--- config.mk ---
export PLATFORM = sky130hd
export DESIGN_NAME = deh_error_history
export DESIGN_NICKNAME = d
export VERILOG_FILES = /design/src/design/deh_pkg.sv /design/src/design/deh_error_history.sv
export SDC_FILE = /design/constraint.sdc
export NUM_CORES = 1
export LEC_CHECK = 0
export BUFFER_PORTS_ARGS = -buffer_cell sky130_fd_sc_hd__buf_2
export CORE_MARGIN = 1.5
export CORE_UTILIZATION = 47
export DETAILED_ROUTE_END_ITERATION = 10
export MAX_ROUTING_LAYER = met4
export PLACE_DENSITY = 0.66
export SYNTH_ARGS = -nofsm -noshare
export SYNTH_HDL_FRONTEND = slang
export SYNTH_SLANG_ARGS = --single-unit
--- constraint.sdc ---
create_clock -name ref_clk -period 10 [get_ports ref_clk]
set_input_delay 1 -clock ref_clk [delete_from_list [all_inputs] [get_ports ref_clk]]
set_output_delay 1 -clock ref_clk [all_outputs]
set_load 0.005 [all_outputs]
--- src/design/deh_pkg.sv ---
// constants shared by the drive error history object bank
package deh_pkg;

  // ------------------------------------------------------------------
  // object indices
  // ------------------------------------------------------------------
  localparam logic [15:0] IDX_DEVICE_TYPE   = 16'h1000;
  localparam logic [15:0] IDX_ERROR_FLAGS   = 16'h1001;
  localparam logic [15:0] IDX_VENDOR_STATUS = 16'h1002;
  localparam logic [15:0] IDX_HISTORY       = 16'h1003;
  localparam logic [7:0]  SUB_ZERO          = 8'h00;
  localparam logic [7:0]  SUB_FIRST_SLOT    = 8'h01;

  // ------------------------------------------------------------------
  // device type word layout
  // ------------------------------------------------------------------
  localparam logic [15:0] PROFILE_NUMBER    = 16'h0192;
  localparam int          DEVTYPE_INFO_LSB  = 16;
  localparam int          DEVTYPE_PROF_LSB  = 0;

  // ------------------------------------------------------------------
  // error class flag bit positions
  // ------------------------------------------------------------------
  localparam int FLAG_GENERIC_BIT  = 0;
  localparam int FLAG_CURRENT_BIT  = 1;
  localparam int FLAG_VOLTAGE_BIT  = 2;
  localparam int FLAG_TEMP_BIT     = 3;
  localparam int FLAG_COMM_BIT     = 4;
  localparam int FLAG_PROFILE_BIT  = 5;
  localparam int FLAG_RESERVED_BIT = 6;
  localparam int FLAG_VENDOR_BIT   = 7;
  localparam logic [7:0] FLAG_RESERVED_MASK = 8'h40;

  // ------------------------------------------------------------------
  // history stack geometry and entry layout
  // ------------------------------------------------------------------
  localparam int          STACK_DEPTH      = 15;
  localparam logic [3:0]  STACK_DEPTH_CNT  = 4'hf;
  localparam int          ENTRY_VENDOR_LSB = 24;
  localparam int          ENTRY_FLAGS_LSB  = 16;
  localparam int          ENTRY_CODE_LSB   = 0;

  // ------------------------------------------------------------------
  // reset values
  // ------------------------------------------------------------------
  localparam logic [7:0]  FLAGS_RESET = 8'h00;
  localparam logic [3:0]  COUNT_RESET = 4'h0;
  localparam logic [31:0] ENTRY_RESET = 32'h0000_0000;

  // ------------------------------------------------------------------
  // transfer abort codes
  // ------------------------------------------------------------------
  localparam logic [31:0] ABORT_NONE        = 32'h0000_0000;
  localparam logic [31:0] ABORT_NO_DATA     = 32'h0800_0024;
  localparam logic [31:0] ABORT_BAD_VALUE   = 32'h0609_0030;
  localparam logic [31:0] ABORT_NO_SUBINDEX = 32'h0609_0011;
  localparam logic [31:0] ABORT_READ_ONLY   = 32'h0601_0002;
  localparam logic [31:0] ABORT_NO_OBJECT   = 32'h0602_0000;

endpackage : deh_pkg

--- src/design/deh_error_history.sv ---
// error reporting objects of a drive: device type, error flags, vendor status, history
`timescale 1ns/1ps
module deh_error_history #(
  parameter logic [15:0] DEVTYPE_ADD_INFO = 16'h0000  // arbitrary value
) (
  input  wire logic        ref_clk,
  input  wire logic        rst_b,
  // object access requests from the network side
  input  wire logic        req_valid,
  input  wire logic        req_write,
  input  wire logic [15:0] req_index,
  input  wire logic [7:0]  req_subindex,
  input  wire logic [31:0] req_wdata,
  output logic             resp_valid,
  output logic             resp_abort,
  output logic [31:0]      resp_abort_code,
  output logic [31:0]      resp_rdata,
  // error events from the drive
  input  wire logic        err_valid,
  input  wire logic [15:0] err_code,
  input  wire logic [7:0]  err_vendor_code,
  input  wire logic [7:0]  err_class,
  input  wire logic [7:0]  err_class_clear,
  // vendor status source
  input  wire logic [31:0] vendor_status,
  // state seen by the drive
  output logic [7:0]       error_flags,
  output logic [3:0]       error_count
);

  // ------------------------------------------------------------------
  // decode helpers
  // ------------------------------------------------------------------
  // true when the sub-index addresses the object itself
  function automatic logic is_sub0(input logic [7:0] sub);
    is_sub0 = (sub == deh_pkg::SUB_ZERO);
  endfunction : is_sub0

  // true when the sub-index names a slot holding a recorded entry
  function automatic logic slot_filled(input logic [7:0] sub, input logic [3:0] cnt);
    slot_filled = (sub >= deh_pkg::SUB_FIRST_SLOT) && (sub <= {4'h0, cnt});
  endfunction : slot_filled

  // true for the three single-word objects, which share one access pattern
  function automatic logic is_word_object(input logic [15:0] idx);
    is_word_object = (idx == deh_pkg::IDX_DEVICE_TYPE)
                     || (idx == deh_pkg::IDX_ERROR_FLAGS)
                     || (idx == deh_pkg::IDX_VENDOR_STATUS);
  endfunction : is_word_object

  // ------------------------------------------------------------------
  // state
  // ------------------------------------------------------------------
  // stored state
  logic [7:0]  flags_reg;
  logic [7:0]  flags_next;
  logic [3:0]  count_reg;
  logic [3:0]  count_next;
  logic [31:0] stack_reg  [0:deh_pkg::STACK_DEPTH-1];
  logic [31:0] stack_next [0:deh_pkg::STACK_DEPTH-1];
  // registered answer
  logic        resp_valid_reg;
  logic        resp_valid_next;
  logic        resp_abort_reg;
  logic        resp_abort_next;
  logic [31:0] resp_code_reg;
  logic [31:0] resp_code_next;
  logic [31:0] resp_rdata_reg;
  logic [31:0] resp_rdata_next;
  // combinational helpers
  logic [31:0] devtype_word;
  logic [31:0] new_entry;
  logic        hist_sub0_write;
  logic        clear_hit;
  logic [3:0]  slot_idx;

  // ------------------------------------------------------------------
  // constant device type word
  // ------------------------------------------------------------------
  always_comb
  begin
    devtype_word = 32'h0000_0000;
    devtype_word[deh_pkg::DEVTYPE_INFO_LSB +: 16] = DEVTYPE_ADD_INFO;
    devtype_word[deh_pkg::DEVTYPE_PROF_LSB +: 16] = deh_pkg::PROFILE_NUMBER;
  end

  // ------------------------------------------------------------------
  // error class flags
  // ------------------------------------------------------------------
  // clear first, then set, so an event in the clearing cycle survives
  always_comb
  begin
    flags_next = flags_reg & ~err_class_clear;
    if (err_valid)
    begin
      flags_next = flags_next | err_class;
      flags_next[deh_pkg::FLAG_GENERIC_BIT] = 1'b1;
    end
    flags_next = flags_next & ~deh_pkg::FLAG_RESERVED_MASK;
  end

  // flag register; only a reset or the clear port lowers a bit
  always_ff @(posedge ref_clk)
  begin
    if (!rst_b)
      flags_reg <= deh_pkg::FLAGS_RESET;
    else
      flags_reg <= flags_next;
  end

  // ------------------------------------------------------------------
  // history stack
  // ------------------------------------------------------------------
  // entry carries the flags as they stand after this event
  always_comb
  begin
    new_entry = deh_pkg::ENTRY_RESET;
    new_entry[deh_pkg::ENTRY_VENDOR_LSB +: 8] = err_vendor_code;
    new_entry[deh_pkg::ENTRY_FLAGS_LSB +: 8]  = flags_next;
    new_entry[deh_pkg::ENTRY_CODE_LSB +: 16]  = err_code;
  end

  // only a zero written to sub-index 0 of the history empties it
  assign hist_sub0_write = req_valid && req_write && (req_index == deh_pkg::IDX_HISTORY)
                           && is_sub0(req_subindex);
  assign clear_hit = hist_sub0_write && (req_wdata == 32'h0000_0000);

  // shift network; a clear and a new error together leave just the new one
  // limitation: only fifteen slots are kept, older entries drop silently
  generate
    for (genvar i = 0; i < deh_pkg::STACK_DEPTH; i++)
    begin : g_slot
      if (i == 0)
      begin : g_head
        // a new error beats a clear so the fresh entry is never lost
        always_comb
        begin
          if (err_valid)
            stack_next[i] = new_entry;
          else if (clear_hit)
            stack_next[i] = deh_pkg::ENTRY_RESET;
          else
            stack_next[i] = stack_reg[i];
        end
      end
      else
      begin : g_tail
        // a clear empties every older slot, even while an error arrives
        always_comb
        begin
          if (clear_hit)
            stack_next[i] = deh_pkg::ENTRY_RESET;
          else if (err_valid)
            stack_next[i] = stack_reg[i-1];
          else
            stack_next[i] = stack_reg[i];
        end
      end

      // slot flop; reset zeroes it so no stale entry reads back
      always_ff @(posedge ref_clk)
      begin
        if (!rst_b)
          stack_reg[i] <= deh_pkg::ENTRY_RESET;
        else
          stack_reg[i] <= stack_next[i];
      end
    end
  endgenerate

  // recorded count, saturating so it never names an unreadable slot
  always_comb
  begin
    count_next = clear_hit ? deh_pkg::COUNT_RESET : count_reg;
    if (err_valid && (count_next != deh_pkg::STACK_DEPTH_CNT))
      count_next = count_next + 4'h1;
  end

  // count flop
  always_ff @(posedge ref_clk)
  begin
    if (!rst_b)
      count_reg <= deh_pkg::COUNT_RESET;
    else
      count_reg <= count_next;
  end

  // ------------------------------------------------------------------
  // object access answers
  // ------------------------------------------------------------------
  // answers reflect state before the request's own effect
  assign slot_idx = 4'(req_subindex - deh_pkg::SUB_FIRST_SLOT);

  always_comb
  begin
    resp_valid_next = req_valid;
    resp_abort_next = 1'b0;
    resp_code_next  = deh_pkg::ABORT_NONE;
    resp_rdata_next = 32'h0000_0000;
    if (req_valid)
    begin
      // history: sub-index 0 is the count, the slots above it are read only
      if (req_index == deh_pkg::IDX_HISTORY)
      begin
        if (is_sub0(req_subindex))
        begin
          if (!req_write)
            resp_rdata_next = {28'h000_0000, count_reg};
          else if (req_wdata != 32'h0000_0000)
          begin
            resp_abort_next = 1'b1;
            resp_code_next  = deh_pkg::ABORT_BAD_VALUE;
          end
        end
        else if (req_write)
        begin
          resp_abort_next = 1'b1;
          resp_code_next  = deh_pkg::ABORT_READ_ONLY;
        end
        else if (count_reg == deh_pkg::COUNT_RESET)
        begin
          resp_abort_next = 1'b1;
          resp_code_next  = deh_pkg::ABORT_NO_DATA;
        end
        else if (slot_filled(req_subindex, count_reg))
          resp_rdata_next = stack_reg[slot_idx];
        else
        begin
          resp_abort_next = 1'b1;
          resp_code_next  = deh_pkg::ABORT_NO_SUBINDEX;
        end
      end
      // word objects: a bad sub-index is reported before a bad access kind
      else if (is_word_object(req_index))
      begin
        if (!is_sub0(req_subindex))
        begin
          resp_abort_next = 1'b1;
          resp_code_next  = deh_pkg::ABORT_NO_SUBINDEX;
        end
        else if (req_write)
        begin
          resp_abort_next = 1'b1;
          resp_code_next  = deh_pkg::ABORT_READ_ONLY;
        end
        else if (req_index == deh_pkg::IDX_DEVICE_TYPE)
          resp_rdata_next = devtype_word;
        else if (req_index == deh_pkg::IDX_ERROR_FLAGS)
          resp_rdata_next = {24'h00_0000, flags_reg};
        else
          resp_rdata_next = vendor_status;
      end
      // any other index lies outside this bank
      else
      begin
        resp_abort_next = 1'b1;
        resp_code_next  = deh_pkg::ABORT_NO_OBJECT;
      end
    end
  end

  // answer flops; the strobe drops back to zero one cycle after a request
  always_ff @(posedge ref_clk)
  begin
    if (!rst_b)
    begin
      resp_valid_reg <= 1'b0;
      resp_abort_reg <= 1'b0;
      resp_code_reg  <= deh_pkg::ABORT_NONE;
      resp_rdata_reg <= 32'h0000_0000;
    end
    else
    begin
      resp_valid_reg <= resp_valid_next;
      resp_abort_reg <= resp_abort_next;
      resp_code_reg  <= resp_code_next;
      resp_rdata_reg <= resp_rdata_next;
    end
  end

  // ------------------------------------------------------------------
  // outputs, all straight from flops
  // ------------------------------------------------------------------
  // every output is a plain copy of a register, no logic after the flop
  assign resp_valid      = resp_valid_reg;
  assign resp_abort      = resp_abort_reg;
  assign resp_abort_code = resp_code_reg;
  assign resp_rdata      = resp_rdata_reg;
  assign error_flags     = flags_reg;
  assign error_count     = count_reg;

endmodule : deh_error_history

Word level (Yosys, flattened, before mapping)
Memories as Yosys holds them, arrays and structs flattened.
Cells that the tools add are included.
Storage, ports and cells
  register bits after elaboration: 78
  RAM bits: 480
  input port bits: 133
  word-level logic and storage cells: 131
  memories: 1
Memories
  stack_reg: words 15, bits a word 32, rd ports 15, clocked after Yosys merged registers in 0, write ports 15, RTL line deh_error_history.sv:59  | logic [31:0] stack_reg [0:deh_pkg::STACK_DEPTH-1];
Cells by class
  add/subtract/negate cells: 2
  magnitude comparators: 2
  equal/unequal tests: 6
  mux-type cells: 81
  bitwise gates (word level): 18
  reductions and logical operators: 14
Operators with widths (number)
  32-bit two-way mux: 58
  27-bit two-way mux: 5
  16-bit by 13-bit equality test with 1-bit output, second input constant: 4
  28-bit two-way mux: 2
  32-bit zero test: 1
  32-bit nonzero test: 1
  1-bit bitwise OR: 15
  1-bit two-way mux: 12
  4-bit two-way mux: 3
  8-bit AND: 1
  8-bit by 1-bit greater-or-equal comparator with 1-bit output, second input constant: 1
  8-bit by 4-bit <= comparator with 1-bit output: 1
  8-bit zero test: 1
  8-bit two-way mux: 1
  8-bit inverter: 1
  8-bit bitwise OR: 1
  1-bit logical AND: 6
  4-bit by 1-bit adder with 4-bit output, second input constant: 1
  4-bit zero test: 1
  4-bit != test, second input constant: 1
  2-bit AND reduction: 2
  4-bit by 1-bit subtractor with 4-bit output, second input constant: 1
  1-bit logical OR: 2
  2-bit != test, second input constant: 1

Logic depth before layout (Yosys ltp)
Gate-level depths: netlist of run 1.
  depth in word-level cells: 8
  depth in mapped cells: 16
  gate-level depth less buffers: 11

Worst setup path before layout of run 1
No wires, ideal clock.
  path kind: input port to flip-flop
  start: input req_subindex[0]
  end: memory stack_reg[14][0], enable pin
  library setup time: 386 ps
  data arrival time: 3833 ps
  path slack: 5781 ps
  stages on the path: 14
  buffers on the path: 7
  path through: buf_4 -> buf_2 -> buf_2 -> buf_4 -> inv_1 -> ha_1 -> nor3b_2 -> and4_1 -> nor4b_4 -> nor3_1 -> buf_2 -> buf_6 -> buf_2 -> inv_1
RTL lines
  start: declaration: RTL line deh_error_history.sv:12  | input wire logic [7:0] req_subindex,
  end: declaration: RTL line deh_error_history.sv:59

Final worst setup path of run 1
  start: input req_subindex[0]
  end: register resp_rdata_reg[0], in the netlist resp_rdata[0]
On the way
  cells in the longest elaborated chain, start to end: 7
RTL lines
  4-bit by 1-bit subtractor with 4-bit output, or another cell as far along: RTL line deh_error_history.sv:192  | assign slot_idx = 4'(req_subindex - deh_pkg::SUB_FIRST_SLOT);
  memory 15 x 32 bit / 1-bit logical AND (equally long branches)
  32-bit two-way mux: RTL line deh_error_history.sv:225  | else if (slot_filled(req_subindex, count_reg))
  32-bit two-way mux: RTL line deh_error_history.sv:220  | else if (count_reg == deh_pkg::COUNT_RESET)
  32-bit two-way mux: RTL line deh_error_history.sv:215  | else if (req_write)
  32-bit two-way mux: RTL line deh_error_history.sv:205  | if (is_sub0(req_subindex))
  32-bit two-way mux (*): RTL line deh_error_history.sv:203  | if (req_index == deh_pkg::IDX_HISTORY)
  end signal: assignment: RTL line deh_error_history.sv:277  | resp_rdata_reg <= resp_rdata_next;
  end: declaration: RTL line deh_error_history.sv:68  | logic [31:0] resp_rdata_reg;
Every way passes the cells marked *; elsewhere a longest branch is shown, timed or not.
A chain may end at the register's enable or synchronous reset.

==> results of run 1 <==
Yosys cell counts, types with 3 or more instances:
cell type,instances
nor2b_1,3
a21oi_1,20
o2bb2ai_1,4
a31oi_1,3
buf_4,31
ha_1,8
edfxtp_1,31
nand2_1,68
buf_6,7
clkbuf_1,58
mux4_2,96
o221ai_1,4
o21a_1,3
nor3_1,7
inv_1,14
a22o_1,459
and2_1,37
nand3_1,30
o211ai_1,25
a22oi_1,24
a221oi_1,5
and3_1,3
mux2i_1,40
dfxtp_1,487
buf_2,78
o21ai_0,3
nand2b_1,10
nor4_1,9
nor2_1,18
nand4_1,4
power by group through the flow:
| stage | Combinational (mW) | Sequential [mW] | Clock, mW |
|---|---|---|---|
| 2_1_floorplan | 0.188 | 2.16 | 0 |
| 5_1_grt | 0.285 | 2.12 | 2.14 |
| 4_1_cts | 0.265 | 2.12 | 2.05 |
| 3_5_place_dp | 0.264 | 2.17 | 0 |
| 6_report | 0.262 | 2.12 | 2.00 |
| 3_3_place_gp | 0.262 | 2.17 | 0 |
cell type report:
type | count | area [sq um] | share of cell area (%)
well taps | 539 | 674 | 2.93
multi-input cells | 938 | 8710 | 37.9
repair buffers | 202 | 1090 | 4.73
flip-flops and latches | 518 | 10700 | 46.4
inverters | 14 | 52.6 | 0.229
clock inverters | 12 | 136 | 0.593
clock buffers | 82 | 1650 | 7.18
diodes | 2 | 5.00 | 0.0218
worst max path at each step:
stage,startpoint,endpoint,slack (ns),depth (start not counted)
5_1_grt,req_subindex[0],resp_rdata[0],5.20,7
4_1_cts,req_subindex[0],resp_rdata[0],5.46,7
3_3_place_gp,req_subindex[0],resp_rdata[0],4.86,7
2_1_floorplan,req_subindex[0],stack_reg[14][0],5.78,14
6_report,req_subindex[0],resp_rdata[0],5.48,7
3_5_place_dp,req_subindex[0],resp_rdata[0],4.84,7
routing by layer:
layer / routed length (microns) / share of wire (%) / GRT usage (%)
met1: 21400 / 47 / 29.1
met2: 20800 / 46 / 31.6
met3: 2440 / 5.4 / 3.92
met4: 743 / 1.6 / 5.20
met5: 0 / 0 / -
layout by cell type, fill, tap and decap left out, types with 8 or more instances in the layout:
cell type and count:
a21oi_1 20, a22o_1 459, a22oi_1 24, and2_1 36
buf_2 184, buf_4 15, clkbuf_1 12, clkbuf_16 57
clkbuf_8 14, clkinv_2 8, conb_1 22, dfxtp_1 487
edfxtp_1 31, ha_1 8, inv_1 14, mux2i_1 40
mux4_2 96, nand2_1 68, nand2b_1 10, nand3_1 30
nor2_1 18, nor4_1 9, o211ai_1 25
critical path, cell delays in order:
cell      delay, ns
clkbuf_8       0.35
buf_4          0.78
buf_4          0.87
mux4_2         0.60
a22o_1         0.25
a221oi_1       0.73
o221ai_1       0.25
logic make-up (layout without fill, tap and decap cells):
group | after synthesis | after routing
compound gates | 560 | 560
flops | 518 | 518
simple gates | 209 | 209
buf+inv | 189 | 310
mux | 136 | 136
fa+ha+maj | 8 | 8
xor+xnor | 3 | 3
other cells | 1 | 24
==> flow_metrics.py, run 1 <==
metrics = {
    "outcome": {
        "outcome": "finished clean",
    },
    "layout": {
        "final_cells": 2307,
        "fin_util_pct": 54.5,
        "finish.instance_area_sq_um": 23000,
        "final_nets": 1868,
        "largest_register_ffs": 465,
        "fillers": 3598,
        "areaGrowthSynthToFinish_pct": 13.5,
        "drive_above_1_share_pct": 22.6,
    },
    "die": {
        "initial_core_util_pct": 48.0,
        "die_width_microns": 211,
        "die-height_microns": 211,
        "core_area_sq_um": 42200,
        "fp-row-count": 75,
        "io_pins": 211,
        "design.die.area_sq_um": 44300,
    },
    "place": {
        "dp.cells": 2211,
        "placed_cell_area_sq_um": 21200,
        "port-buffer-count": 185,
        "preCtsSetupSlack_ns": 4.84,
        "gp_congestion": 0.864,
        "dp_hpwl_mm": 26.5,
    },
    "drt": {
        "drt_iter0_drc": 1226,
        "vias": 13800,
        "drc": 0,
        "drt-total-wl_mm": 45.4,
        "drtPass1Iterations": 5,
        "wire_per_inst_microns": 19.7,
        "ant_nets": 0,
        "avgViaCountPerCell": 5.98,
    },
    "global_route": {
        "grt_max_degree": 260,
        "overflow": 0,
        "grt_pass1_wl_mm": 72.7,
        "antenna_found_initial": 2,
        "grt_pass1_vias": 13200,
        "grt_usage_pct": 20.9,
    },
    "critical_path": {
        "worstSetupPathType": "in -> reg",
        "arrival_ns": 4.92,
        "critPathRequiredTime_ns": 10.41,
        "reg2reg_from": "error_count[3]",
        "worstRegToRegCells": 8,
        "critPathMaxFanout": 49,
        "critPathCaptureType": "flip-flop",
        "r2r-end": "resp_rdata[19]",
        "start_kind": "primary input",
        "r2r_slack_ns": 7.36,
    },
    "yosys": {
        "yosysWarnings": 0,
        "synth_top_family_by_area": "compound AO/OA/AOI/OAI gates",
        "synth_top_area_cell": "dfxtp_1",
        "synth_adder_area_share_pct": 0.494,
        "avgSynthCellArea_sq_um": 12.5,
        "synth_area_sq_um": 20300,
        "synthCells": 1624,
        "synth_cell_types": 58,
        "synth_xor_area_share_pct": 0.167,
        "synth_area_leaders": "dfxtp_1 48%, a22o_1 20%, mux4_2 11%",
        "synthSimpleGateAreaFrac_pct": 5.70,
        "async_reset_ff_share_pct": 0,
        "yosysSeqAreaShare_pct": 52.7,
        "synth-main-ff-cell": "dfxtp_1",
        "synth-edff-count": 31,
        "ys_ff_latch": 518,
        "synth_top_area_share_pct": 48.1,
        "muxShareOfSynthArea_pct": 12.7,
        "synth_compound_area_share_pct": 23.4,
    },
    "timing": {
        "max_slew_margin_pct": 24.3,
        "min_period_over_period_pct": 45.2,
        "hold_ws_ns": 0.489,
        "hold_violations": 0,
        "tightestPinTransition_ns": 1.14,
        "fmax_mhz": 221,
        "fin_skew_ns": 0.0141,
        "finalSetupTns_ns": 0,
        "layout_setup_ws_ns": 5.48,
        "fin_crit_ns": 4.52,
        "setup_viol": 0,
        "rsz0062_at_grt": "no",
        "maxSlewViolCount": 0,
    },
    "clocking": {
        "cts-root-buf": "clkbuf_16",
        "cts_sinks": 518,
        "htree_levels": 2,
        "path_clk_slew_ns": 0.06,
        "tritoncts": "done",
        "post_cts_buffers": 0,
        "cts_hold_buf": 0,
        "post_cts_resized": 0,
        "cts_buffers": 53,
        "cts_buffer_depth": 3,
        "clock_latency_ns": 0.58,
    },
    "pwr": {
        "p_int_mw": 3.40,
        "swShare_pct": 22.4,
        "p_per_area_nw_per_um2": 191,
        "p_clk_share_pct": 45.6,
        "total_power_mw": 4.39,
        "seq_power_share_pct": 48.4,
        "ir_worst_vdd_v": 0.000134,
        "combPwrFrac_pct": 6.0,
        "p_sw_mw": 0.983,
        "cellLeakagePower_nw": 9.17,
    },
    "hold_path": {
        "whs_path_depth": 1,
        "min_from": "stack_reg[4][17]",
        "hold_class": "reg -> reg",
        "min_to": "stack_reg[5][17]",
    },
    "job": {
        "drv_cap": 0,
    },
}
Power figures use the tool's default switching activity.
==> inputs of run 2 (changes only) <==
==> constraint.sdc (replaced) <==
create_clock -name ref_clk -period 4.7 [get_ports ref_clk]
set_input_delay 0.47 -clock ref_clk [delete_from_list [all_inputs] [get_ports ref_clk]]
set_output_delay 0.47 -clock ref_clk [all_outputs]
set_load 0.005 [all_outputs]
==> flow_metrics.py, run 2 (same netlist as run 1, synthesis figures left out) <==
metrics = {
    "timing": {
        "fmax_mhz": 300,
        "hold_violations": 0,
        "maxSlewViolCount": 0,
        "finalSetupTns_ns": 0,
        "tightestPinTransition_ns": 1.10,
        "rsz0062_at_grt": "no",
        "fin_crit_ns": 3.33,
        "fin_skew_ns": 0.0205,
        "setup_viol": 0,
        "min_period_over_period_pct": 70.9,
        "max_slew_margin_pct": 26.9,
    },
    "critical_path": {
        "worstRegToRegCells": 8,
        "slowest_delay_ns": 0.67,
        "arrival_ns": 3.80,
        "r2r_slack_ns": 2.14,
        "cp_slowest_cell": "nor4b_4",
        "critPathRequiredTime_ns": 5.17,
        "worstSetupPathType": "in -> reg",
        "reg2reg_from": "error_count[3]",
        "path_delay_family": "simple AND/OR/NAND/NOR gates",
        "critPathMaxFanout": 234,
        "start_kind": "primary input",
        "cp_num_buf_inv": 4,
        "r2r-end": "resp_rdata[19]",
        "critPathCaptureType": "flip-flop",
        "crit_chain": "clkbuf_8 > inv_1 > ha_1 > nor3b_2 > and4_1 > nor4b_4 > nor3_2 > buf_4 > buf_12 > a22o_1",
    },
    "die": {
        "core_area_sq_um": 42200,
        "die-height_microns": 211,
        "fp-row-count": 75,
        "die_width_microns": 211,
        "design.die.area_sq_um": 44300,
        "io_pins": 211,
        "initial_core_util_pct": 48.0,
    },
    "layout": {
        "areaGrowthSynthToFinish_pct": 14.4,
        "final_nets": 1878,
        "largest_register_ffs": 465,
        "antenna_cells": 0,
        "final_cells": 2319,
        "fillers": 3533,
        "final_common_cell": "dfxtp_1",
        "final_cell_mix": "487 x dfxtp_1, 459 x a22o_1, 184 x buf_2, 96 x mux4_2, 68 x nand2_1",
        "drive_above_1_share_pct": 23.1,
    },
    "pwr": {
        "p_int_mw": 7.38,
        "p_sw_mw": 2.13,
        "combPwrFrac_pct": 6.0,
        "p_per_area_nw_per_um2": 411,
        "swShare_pct": 22.4,
        "ir_worst_vdd_v": 0.000281,
        "seq_power_share_pct": 47.5,
        "p_clk_share_pct": 46.6,
        "cellLeakagePower_nw": 9.25,
    },
    "clocking": {
        "cts-root-buf": "clkbuf_16",
        "post_cts_resized": 0,
        "htree_levels": 2,
        "cts_buffers": 53,
        "path_clk_slew_ns": 0.06,
        "cts_buffer_depth": 3,
        "post_cts_buffers": 0,
        "cts_sinks": 518,
        "cts_hold_buf": 0,
        "clock_latency_ns": 0.59,
        "tritoncts": "done",
    },
    "global_route": {
        "grt_pass1_wl_mm": 74.3,
        "antenna_found_initial": 0,
        "grt_max_degree": 245,
        "grt_pass1_vias": 13400,
        "grt_usage_pct": 21.2,
        "overflow": 0,
    },
    "drt": {
        "vias": 13900,
        "wire_per_inst_microns": 19.8,
        "dr_wl_met3_mm": 2.15,
        "avgViaCountPerCell": 6.00,
        "met1_length_mm": 22.2,
        "drt_iter0_drc": 1141,
        "highest_layer": "met4",
        "drc": 0,
        "drt-total-wl_mm": 45.8,
        "ant_nets": 0,
        "drtPass1Iterations": 7,
        "wl_met2_mm": 20.7,
    },
    "outcome": {
        "outcome": "finished clean",
    },
    "place": {
        "dp.cells": 2221,
        "port-buffer-count": 185,
        "gp_congestion": 0.849,
        "dp_hpwl_mm": 27.9,
    },
    "job": {
        "drv_cap": 0,
    },
    "hold_path": {
        "whs_path_depth": 2,
        "min_from": "err_code[7]",
        "hold_class": "in -> reg",
        "min_to": "stack_reg[0][7]",
    },
}
run 2: changes by cell type in the layout (fill, tap and decap cells not counted), sizes merged:
cell	before	now
clkinvlp	0	5
clkbuf	83	79
inv	15	14
buf	201	211
diode	2	0
clkinv	8	9
bufinv	3	6
run 2: how the worst max path moves through the flow:
stage	cells after the start	slack [ns]	to	from
after floorplan	14	1.01	stack_reg[14][0]	req_subindex[0]
after global placement	9	0.98	stack_reg[14][30]	req_subindex[0]
after detailed placement	9	0.91	stack_reg[14][29]	req_subindex[0]
after CTS	9	1.53	stack_reg[14][29]	req_subindex[0]
after global routing	10	1.24	stack_reg[5][5]	req_subindex[0]
final	10	1.37	stack_reg[5][4]	req_subindex[0]
run 2: stage by stage:
stage	setup WS (ns)	area [sq um]	utilization (%)	power (mW)	hold WS (ns)
after floorplan	1.01	20300	-	5.00	0.458
after global placement	0.980	21300	50.4	5.18	0.469
final	1.37	23200	54.9	9.52	0.0981
after CTS	1.53	23200	54.9	9.62	0.0647
after detailed placement	0.908	21300	50.4	5.19	0.476
after global routing	1.24	23200	54.9	9.86	0.0848
run 2: final cells by class:
| class | count | area (sq um) | area share, % |
|---|---|---|---|
| sequential | 518 | 10700 | 46.1 |
| inverter | 14 | 52.6 | 0.227 |
| timing repair buffer | 212 | 1170 | 5.07 |
| clock buffer | 78 | 1610 | 6.93 |
| multi-input combinational | 938 | 8710 | 37.6 |
| clock inverter | 20 | 278 | 1.20 |
| tap | 539 | 674 | 2.91 |
run 2: metal layers:
metal  GRT usage, %  vias up
met5              -        -
met4           5.15        0
met3           2.92       70
met2           31.3      350
met1           30.8     6916
li1               -     6571
run 2: worst register-to-register path: stages, from the launching register on:
cell,delay (ns)
dfxtp_1,0.44
inv_1,0.11
ha_1,0.32
a21o_1,0.18
a21oi_1,0.19
nand3_1,0.23
nor4_4,0.41
buf_4,0.39
a22o_1,0.25
run 2: power groups by stage:
stage	Sequential, mW	Combinational (mW)	Clock, mW
floorplan	4.60	0.399	0
global placement	4.61	0.567	0
detailed placement	4.61	0.574	0
CTS	4.52	0.576	4.53
global route	4.52	0.621	4.72
finish	4.52	0.569	4.43
